--- src/hw/ccu_defs.vh ---
// constants for the calendar clock unit
`ifndef CCU_DEFS_VH
`define CCU_DEFS_VH
`define CCU_XTAL_DIV      16'h8000
`define CCU_XTAL_HALF     16'h4000
`define CCU_CAL_PERIOD    8'h3C
`define CCU_CAL_STEP      16'h0004
`define CCU_SEC_MAX       8'h59
`define CCU_MIN_MAX       8'h59
`define CCU_HOUR_MAX      8'h23
`define CCU_WDAY_MAX      3'h6
`define CCU_MONTH_MAX     8'h12
`define CCU_YEAR_MAX      8'h99
`define CCU_RST_DAY       8'h01
`define CCU_RST_MONTH     8'h01
`define CCU_RST_YEAR      8'h00
`define CCU_RST_WDAY      3'h6
`define CCU_FEB           8'h02
`define CCU_APR           8'h04
`define CCU_JUN           8'h06
`define CCU_SEP           8'h09
`define CCU_NOV           8'h11
`define CCU_DAYS_31       8'h31
`define CCU_DAYS_30       8'h30
`define CCU_DAYS_29       8'h29
`define CCU_DAYS_28       8'h28
`define CCU_OUT_ALARM     1'b0
`define CCU_ALARM_PULSE   8'h01
`endif
--- src/hw/ccu_bcd_digit.v ---
// bcd two-digit counter with carry
`timescale 1ns/1ps
module ccu_bcd_digit (
  input  wire [7:0] val,
  input  wire [7:0] max_val,
  input  wire [7:0] min_val,
  output reg  [7:0] next_val,
  output reg        wrap
);
  always @* begin
    wrap = (val >= max_val);
    if (wrap) begin
      next_val = min_val;
    end else if (val[3:0] == 4'h9) begin
      next_val = {val[7:4] + 4'h1, 4'h0};
    end else begin
      next_val = {val[7:4], val[3:0] + 4'h1};
    end
  end
endmodule // ccu_bcd_digit

--- src/hw/ccu_calendar_clock_unit.v ---
// calendar clock unit: time, date, calibration, alarm and output pin
`timescale 1ns/1ps
`include "ccu_defs.vh"
module ccu_calendar_clock_unit #(
  parameter [15:0] XTAL_DIV  = `CCU_XTAL_DIV,
  parameter [15:0] XTAL_HALF = `CCU_XTAL_HALF
) (
  input  wire       mclk,
  input  wire       reset_n,
  input  wire       xtal_clk,
  input  wire       cal_enable,
  input  wire [7:0] cal_value,
  input  wire       out_select,
  input  wire       alarm_enable,
  input  wire [5:0] alarm_field_en,
  input  wire [7:0] alarm_sec,
  input  wire [7:0] alarm_min,
  input  wire [7:0] alarm_hour,
  input  wire [2:0] alarm_wday,
  input  wire [7:0] alarm_day,
  input  wire [7:0] alarm_month,
  output reg  [7:0] sec,
  output reg  [7:0] min,
  output reg  [7:0] hour,
  output reg  [2:0] wday,
  output reg  [7:0] day,
  output reg  [7:0] month,
  output reg  [7:0] year,
  output reg        half_sec,
  output reg        alarm_event,
  output reg        clk_out
);
  reg  [2:0]  xtal_sync;
  reg         xtal_level;
  reg  [15:0] div_cnt;
  reg  [7:0]  minute_cnt;
  reg         sec_tick;
  reg         sec_upd;
  reg  [7:0]  alarm_cnt;
  reg  [7:0]  last_day;
  wire        xtal_rise;
  wire [15:0] div_limit;
  wire [7:0]  nx_sec;
  wire [7:0]  nx_min;
  wire [7:0]  nx_hour;
  wire [7:0]  nx_day;
  wire [7:0]  nx_month;
  wire [7:0]  nx_year;
  wire        w_sec;
  wire        w_min;
  wire        w_hour;
  wire        w_day;
  wire        w_month;
  wire        w_year;
  wire        leap;
  wire        match;
  // second and third stages agree on rise
  assign xtal_rise = (xtal_sync[2:1] == 2'b01) ? 1'b0 : (xtal_sync[1] & xtal_sync[2] & ~xtal_level);
  // once a minute shorten or stretch the second
  assign div_limit = (cal_enable && minute_cnt == 8'h00)
                   ? (XTAL_DIV + {{6{cal_value[7]}}, cal_value, 2'b00})
                   : XTAL_DIV;
  // bcd year divisible by four (2000 included)
  assign leap = (year[4] == 1'b0) ? (year[1:0] == 2'b00) : (year[1:0] == 2'b10);
  always @* begin
    if (month == `CCU_FEB) begin
      last_day = leap ? `CCU_DAYS_29 : `CCU_DAYS_28;
    end else if (month == `CCU_APR || month == `CCU_JUN ||
                 month == `CCU_SEP || month == `CCU_NOV) begin
      last_day = `CCU_DAYS_30;
    end else begin
      last_day = `CCU_DAYS_31;
    end
  end
  ccu_bcd_digit u_sec (.val(sec), .max_val(`CCU_SEC_MAX), .min_val(8'h00),
    .next_val(nx_sec), .wrap(w_sec));
  ccu_bcd_digit u_min (.val(min), .max_val(`CCU_MIN_MAX), .min_val(8'h00),
    .next_val(nx_min), .wrap(w_min));
  ccu_bcd_digit u_hour (.val(hour), .max_val(`CCU_HOUR_MAX), .min_val(8'h00),
    .next_val(nx_hour), .wrap(w_hour));
  ccu_bcd_digit u_day (.val(day), .max_val(last_day), .min_val(`CCU_RST_DAY),
    .next_val(nx_day), .wrap(w_day));
  ccu_bcd_digit u_month (.val(month), .max_val(`CCU_MONTH_MAX), .min_val(`CCU_RST_MONTH),
    .next_val(nx_month), .wrap(w_month));
  ccu_bcd_digit u_year (.val(year), .max_val(`CCU_YEAR_MAX), .min_val(`CCU_RST_YEAR),
    .next_val(nx_year), .wrap(w_year));
  assign match = (~alarm_field_en[0] | (sec == alarm_sec)) &
                 (~alarm_field_en[1] | (min == alarm_min)) &
                 (~alarm_field_en[2] | (hour == alarm_hour)) &
                 (~alarm_field_en[3] | (wday == alarm_wday)) &
                 (~alarm_field_en[4] | (day == alarm_day)) &
                 (~alarm_field_en[5] | (month == alarm_month));
  always @(posedge mclk or negedge reset_n) begin
    if (!reset_n) begin
      xtal_sync  <= 3'h0;
      xtal_level <= 1'b0;
      div_cnt    <= 16'h0000;
      minute_cnt <= 8'h00;
      sec_tick   <= 1'b0;
      half_sec   <= 1'b0;
    end else begin
      xtal_sync <= {xtal_sync[1:0], xtal_clk};
      if (xtal_sync[2] == xtal_sync[1]) begin
        xtal_level <= xtal_sync[2];
      end
      sec_tick <= 1'b0;
      if (xtal_rise) begin
        // divide by 32768, half flag at midpoint
        if (div_cnt + 16'h0001 >= div_limit) begin
          div_cnt  <= 16'h0000;
          half_sec <= 1'b0;
          sec_tick <= 1'b1;
          minute_cnt <= (minute_cnt + 8'h01 >= `CCU_CAL_PERIOD) ? 8'h00 : minute_cnt + 8'h01;
        end else begin
          div_cnt <= div_cnt + 16'h0001;
          if (div_cnt + 16'h0001 == XTAL_HALF) begin
            half_sec <= 1'b1;
          end
        end
      end
    end
  end
  always @(posedge mclk or negedge reset_n) begin
    if (!reset_n) begin
      sec   <= 8'h00;
      min   <= 8'h00;
      hour  <= 8'h00;
      wday  <= `CCU_RST_WDAY;
      day   <= `CCU_RST_DAY;
      month <= `CCU_RST_MONTH;
      year  <= `CCU_RST_YEAR;
    end else if (sec_tick) begin
      sec <= nx_sec;
      if (w_sec) begin
        min <= nx_min;
        if (w_min) begin
          hour <= nx_hour;
          if (w_hour) begin
            wday <= (wday == `CCU_WDAY_MAX) ? 3'h0 : wday + 3'h1;
            day  <= nx_day;
            if (w_day) begin
              month <= nx_month;
              if (w_month) begin
                year <= nx_year;
              end
            end
          end
        end
      end
    end
  end
  always @(posedge mclk or negedge reset_n) begin
    if (!reset_n) begin
      alarm_event <= 1'b0;
      alarm_cnt   <= 8'h00;
      clk_out     <= 1'b0;
      sec_upd     <= 1'b0;
    end else begin
      // compare against the freshly updated time
      sec_upd <= sec_tick;
      // one pulse on the matching second
      alarm_event <= sec_upd & alarm_enable & match;
      if (alarm_event) begin
        alarm_cnt <= `CCU_ALARM_PULSE;
      end else if (sec_tick && alarm_cnt != 8'h00) begin
        alarm_cnt <= alarm_cnt - 8'h01;
      end
      if (out_select == `CCU_OUT_ALARM) begin
        clk_out <= alarm_event | (alarm_cnt != 8'h00);
      end else begin
        clk_out <= half_sec;
      end
    end
  end
endmodule // ccu_calendar_clock_unit

--- config.mk ---
export PLATFORM = sky130hd
export DESIGN_NAME = ccu_calendar_clock_unit
export DESIGN_NICKNAME = d
export VERILOG_FILES = /design/src/hw/ccu_bcd_digit.v /design/src/hw/ccu_calendar_clock_unit.v
export VERILOG_INCLUDE_DIRS = /design/src /design/src/hw
export SDC_FILE = /design/constraint.sdc
export NUM_CORES = 1
export LEC_CHECK = 0
export ABC_AREA = 1
export ABC_CLOCK_PERIOD_IN_PS = 5900
export BUFFER_PORTS_ARGS = -buffer_cell sky130_fd_sc_hd__buf_2
export CORE_MARGIN = 1
export CORE_UTILIZATION = 61
export DETAILED_ROUTE_END_ITERATION = 12
export PLACE_DENSITY_LB_ADDON = 0.2
export SLEW_MARGIN = 40
export SYNTH_ARGS = -nofsm -noshare
export SYNTH_HDL_FRONTEND = slang
export SYNTH_SLANG_ARGS = --single-unit
--- constraint.sdc ---
create_clock -name mclk -period 5.9 [get_ports mclk]
set_input_delay 0.59 -clock mclk [delete_from_list [all_inputs] [get_ports mclk]]
set_output_delay 0.59 -clock mclk [all_outputs]
set_load 0.02 [all_outputs]
# [Word-level counts from Yosys, hierarchy flattened]
# Cells that the tools add are included.
# W data, S select, Z words.
[classes] n_eq_ne=22 addsub=17 n_bitwise=23 reduce_logical=29 n_lt_le_gt_ge=8 muxes=28
[ops] cell="$mux W8" count=16
[ops] cell="$add A4 B1 Y4 const B" count=12
[ops] cell="$eq A8 B8 Y1" count=5
[ops] cell="$mux W16" count=2
[ops] cell="$eq A4 B4 Y1 const B" count=6
[ops] cell="$add A16 B1 Y16 const B" count=1
[ops] cell="$add A16 B16 Y16 const A" count=1
[ops] cell="$eq A16 B15 Y1 const B" count=1
[ops] cell="$eq A8 B3 Y1 const B" count=2
[ops] cell="$ge A16 B16 Y1" count=1
[ops] cell="$ge A8 B6 Y1 const B" count=2
[ops] cell="$ge A8 B7 Y1 const B" count=2
[ops] cell="$reduce_bool A2 Y1" count=8
[ops] cell="$reduce_and A6 Y1" count=2
[ops] cell="$reduce_and A5 Y1" count=2
[ops] cell="$and A1 B1 Y1" count=9
[ops] cell="$mux W1" count=9
[ops] cell="$add A8 B1 Y8 const B" count=1
[ops] cell="$eq A8 B2 Y1 const B" count=1
[ops] cell="$eq A8 B4 Y1 const B" count=1
[ops] cell="$eq A8 B5 Y1 const B" count=1
[ops] cell="$ge A8 B5 Y1 const B" count=1
[ops] cell="$ge A8 B8 Y1" count=1
[ops] cell="$ge A8 B8 Y1 const B" count=1
[ops] cell="19 further kinds" count=39
[totals] elab_cells=150 regBits=92 inputBits=63

# [Longest topological paths before layout]
[depth] ltp_word=9 mapped_depth=18 mapped_depth_nobuf=18

# [By module]
# A second synthesis with hierarchy kept.
[hier_totals] cells_unflattened=1258 area_unflattened_um2=8548.2
[by_module_without_submodules] module="ccu_calendar_clock_unit" cells_per_inst=664 area_per_inst_um2=5312.6 instances=1
[by_module_without_submodules] module="ccu_bcd_digit" cells_per_inst=99 area_per_inst_um2=539.3 instances=6

# [Worst setup path before layout]
# OpenSTA, ideal clock, no wires.
[synth_path] kind="register to register" start="register month[0]" end="register month[7]" setup_ns=0.119 stages_incl_launch_ff=17 arrival_time_ns=2.454 period_less_slack_ns=2.573 n_path_buf=0 slack_ns=3.327 t_required_ns=5.781 cell_sequence="dfstp_2 inv_1 nor2_1 inv_1 nor3_2 inv_1 a21oi_1 o22ai_1 ha_1 nand2_1 nor2_1 nand2_1 nand3_1 inv_1 nor2_4 o21ai_1 and2_1"
[synth_between] elab_chain_cells=8 word_cells_on_any_way=16 cone_classes="order compare: 2; eq/ne: 6; mux: 3; reduce/logical: 5"
[synth_rtl] element="start, declared" line_no="ccu_calendar_clock_unit.v:27" text="output reg [7:0] month,"
[synth_rtl] element="start signal, assigned" line_no="ccu_calendar_clock_unit.v:130" text="month <= `CCU_RST_MONTH;"
[synth_rtl] element="start signal, assigned" line_no="ccu_calendar_clock_unit.v:142" text="month <= nx_month;"
[synth_rtl] element="$eq A8 B3 Y1 (no line)"
[synth_rtl] element="$logic_or A1 B1 Y1 (no line) (3 in a row)"
[synth_rtl] element="$mux W1" line_no="ccu_calendar_clock_unit.v:68" text="end else if (month == `CCU_APR || month == `CCU_JUN ||"
[synth_rtl] element="$mux W8" line_no="ccu_calendar_clock_unit.v:66" text="if (month == `CCU_FEB) begin"
[synth_rtl] element="$ge A8 B8 Y1" line_no="ccu_bcd_digit.v:11" text="wrap = (val >= max_val);"
[synth_rtl] element="$reduce_and A6 Y1 (no line)"
# Several ways; a longest one is shown, not always the timed one.
# A chain may end at the register's enable or synchronous reset.

# [Worst setup path after layout]
[layout_path] start="register minute_cnt[0]" end="register div_cnt[6]"
[layout_between] elab_chain_cells=5
[layout_rtl] element="start, declared" line_no="ccu_calendar_clock_unit.v:36" text="reg [7:0] minute_cnt;"
[layout_rtl] element="start signal, assigned" line_no="ccu_calendar_clock_unit.v:113" text="minute_cnt <= (minute_cnt + 8'h01 >= `CCU_CAL_PERIOD) ? 8'h00 : minute_cnt + 8'h01;"
[layout_rtl] element="$logic_not A8 Y1" line_no="ccu_calendar_clock_unit.v:60" text="assign div_limit = (cal_enable && minute_cnt == 8'h00)"
[layout_rtl] element="$logic_and A1 B1 Y1" line_no="ccu_calendar_clock_unit.v:60"
[layout_rtl] element="$mux W16" line_no="ccu_calendar_clock_unit.v:61" text="? (XTAL_DIV + {{6{cal_value[7]}}, cal_value, 2'b00})"
[layout_rtl] element="$ge A16 B16 Y1" line_no="ccu_calendar_clock_unit.v:109" text="if (div_cnt + 16'h0001 >= div_limit) begin"
[layout_rtl] element="$mux W16" line_no="ccu_calendar_clock_unit.v:109"
[layout_rtl] element="end signal, assigned" line_no="ccu_calendar_clock_unit.v:115" text="div_cnt <= div_cnt + 16'h0001;"
[layout_rtl] element="end, declared" line_no="ccu_calendar_clock_unit.v:35" text="reg [15:0] div_cnt;"
# No other way between the ends.

==> metrics.cfg <==
[setup_path]
cp_max_fo = 14
rrSetupSlack_ps = 2750
critPathKind = reg2reg
cp_num_buf_inv = 4
cp.arrival_ps = 3370
cp.required_ps = 6120
cp-startpoint = minute_cnt[0]$_DFFE_PN0P_
cpLargestDelayFamily = simple AND/OR/NAND/NOR gates
max_stage_delay_ps = 430
reg2reg_depth = 16
worstSetupEndpointType = flop
start_kind = flop
crit_top_cell = inv_1
rr_startpoint = minute_cnt[0]$_DFFE_PN0P_
cp_cell_sequence = inv_1, ha_1, nor4b_1, nand2_1, inv_1, nand2_1, ha_1, nand2_1, inv_1, nand3_1, nor3_1, nand3_1, nand3_2, inv_1, nand3_1, o21ai_0
crit_path_top_delay_cell = dfrtp_1
r2r-end = div_cnt[6]$_DFFE_PN0P_

[final_layout]
antenna_cells = 0
layout.nets = 1032
drive_gt1_frac = 0.188
area_delta_synth_final_pct = 15.9
utilization = 0.729

[floorplanning]
floorplan.initialDensity = 0.629
die_x_um = 102
fp.dieArea_mm2 = 0.0104
die_h_um = 102
io_pins = 117
core_area_mm2 = 0.00973
num_rows = 36

[yosys]
ys_ff_latch = 92
ys_seq_area_frac = 0.377
yosysTopAreaCell = dfrtp_1
synth_commonest_cells = nand2_1, inv_1, dfrtp_1
synth-main-ff-cell = dfrtp_1
synth_edf_count = 0
syn_area_mm2 = 0.00612
synth_warnings = 0
syn_inst = 807
syn_nets = 911
async_flop_share = 1.00
synth.avg_cell_area_um2 = 7.58
synth_area_leaders = dfrtp_1, nand2_1, ha_1
ys_types = 42
yosysMostFrequentCell = nand2_1
yosysTopAreaCellShare = 0.360

[job]
maxCapViolCount = 0

[clock_network]
cts_buffers = 9
clk_pin_slew_worst_paths_ps = 90
post_cts_resized = 0
root_buffer = clkbuf_8
cts_tree = yes
cts_num_sinks = 92
clkLatencyLatePin_ps = 360
h-tree-depth = 3
post_cts_buffers = 0
holdBufCountCts = 0
clockBufferDepth = 2

[sta]
rsz0062_at_grt = no
fin_ws_ps = 2750
tightestPinTransition_ps = 754
setup_viol = 0
min_period_ps = 3150
maxSlewHeadroom = 0.492
fmax_ghz = 0.317
finalHoldViolCount = 0
fin_skew_ps = 13.7
fin_crit_sh = 0.534
drv_slew = 0
timing.setup.tns_ps = 0

[placement]
gp_congestion = 0.954
pre_cts_ws_ps = 2770
hpwl_um = 10700
port_buffers = 116

[routing]
via_count = 5728
wl_um = 13900
drtPass1Iterations = 4
vias_per_cell = 5.37
drt-initial-drc-count = 312
routedWlPerCell_um = 13.1
antenna_left = 0
drc = 0

[grt]
grt_start_max_net_pins = 49
grt_pass1_vias = 5243
grt_pass1_wl_um = 22500
globalRouteTotalUtil = 0.272
antenna_found_initial = 1
grt_overflow = 0

[power]
vdd_drop_max_v = 0.000216
fin_total_pwr_w = 0.00202
p_per_area_mw_per_mm2 = 285
p_leak_nw = 3.77

[min_path]
hp-class = in2async

[status]
outcome = finished, final reports clean

[worst register-to-register path: stages (launching register included)]
cell	delay, ps
dfrtp_1	430
inv_1	90
ha_1	140
nor4b_1	260
nand2_1	130
inv_1	180
nand2_1	220
ha_1	370
nand2_1	60
inv_1	60
nand3_1	60
nor3_1	260
nand3_1	140
nand3_2	140
inv_1	220
nand3_1	150
o21ai_0	100
[placed cells by master, fill, tap and decap left out, types with 2 or more instances in the layout]
master / Yosys / routed
a21oi_1: 29 / 29
buf_2: 0 / 115
buf_4: 3 / 3
bufinv_16: 0 / 3
clkbuf_8: 0 / 10
dfrtp_1: 88 / 88
dfstp_2: 4 / 4
ha_1: 41 / 41
inv_1: 111 / 111
inv_2: 6 / 6
nand2_1: 165 / 165
nand2_2: 5 / 5
nand3_1: 81 / 81
nand3_2: 2 / 2
nand3b_1: 3 / 3
nand4_1: 17 / 17
nor2_1: 74 / 74
nor2_2: 4 / 4
nor2_4: 2 / 2
nor3_1: 15 / 15
nor3_2: 3 / 3
o211ai_1: 5 / 5
o21ai_0: 52 / 52
o21ai_1: 9 / 9
o22ai_1: 6 / 6
o31ai_1: 5 / 5
or2_2: 10 / 10
xnor2_1: 28 / 28
xor2_1: 20 / 20
[per-stage QoR]
| stage | hold WS, ps | cells | area (um2) |
|---|---|---|---|
| floorplan | 294 | 807 | 6120 |
| global placement | 336 | 1050 | 6840 |
| detailed placement | 337 | 1050 | 6840 |
| CTS | 236 | 1066 | 7090 |
| global route | 259 | 1066 | 7090 |
| finish | 226 | 1066 | 7090 |
[worst max-delay path by stage]
| stage | to | slack [ps] | cells past startpoint |
|---|---|---|---|
| 4_1_cts | div_cnt[6]$_DFFE_PN0P_ | 2760 | 16 |
| 3_5_place_dp | div_cnt[14]$_DFFE_PN0P_ | 2770 | 16 |
| 5_1_grt | div_cnt[6]$_DFFE_PN0P_ | 2360 | 16 |
| 2_1_floorplan | month[7]$_DFFE_PN0P_ | 3330 | 16 |
| 3_3_place_gp | div_cnt[0]$_DFFE_PN0P_ | 3000 | 16 |
| 6_report | div_cnt[6]$_DFFE_PN0P_ | 2750 | 16 |
[logic make-up after synthesis]
group,count (synthesis),share of synthesized area
mux,1,0.00164
fa+ha+maj,41,0.0838
flops,92,0.377
buf+inv,126,0.0808
compound gates,108,0.0945
xor+xnor,48,0.0687
simple gates,391,0.294
[per-layer routing]
layer	up-vias	GRT usage	wire length (um)
li1	2870	-	-
met3	17	0.0390	640
met1	2690	0.350	6280
met2	149	0.473	6850
met5	-	0	13
met4	2	0.0890	149
[where the power goes]
part	switching, W	total (W)	internal [W]
sequential	0.0000979	0.000825	0.000727
clock	0.000230	0.000528	0.000298
combinational	0.000424	0.000665	0.000241
total	0.000752	0.00202	0.00127
[final cells by class]
class,count,area [um2]
clock inverter,6,119
tap,133,166
sequential,92,2310
multi-input combinational,589,3320
inverter,118,445
clock buffer,10,138
timing repair buffer,118,598
fill,785,2640
[sequential cells by signal, indices dropped and copies added, names as in the netlist, 3 cells and up]
register	cells
wday	3
div_cnt	16
month	8
day	8
sec	8
hour	8
year	8
xtal_sync	3
min	8
alarm_cnt	8
minute_cnt	8
No activity file was read; power rests on OpenSTA's default activity.
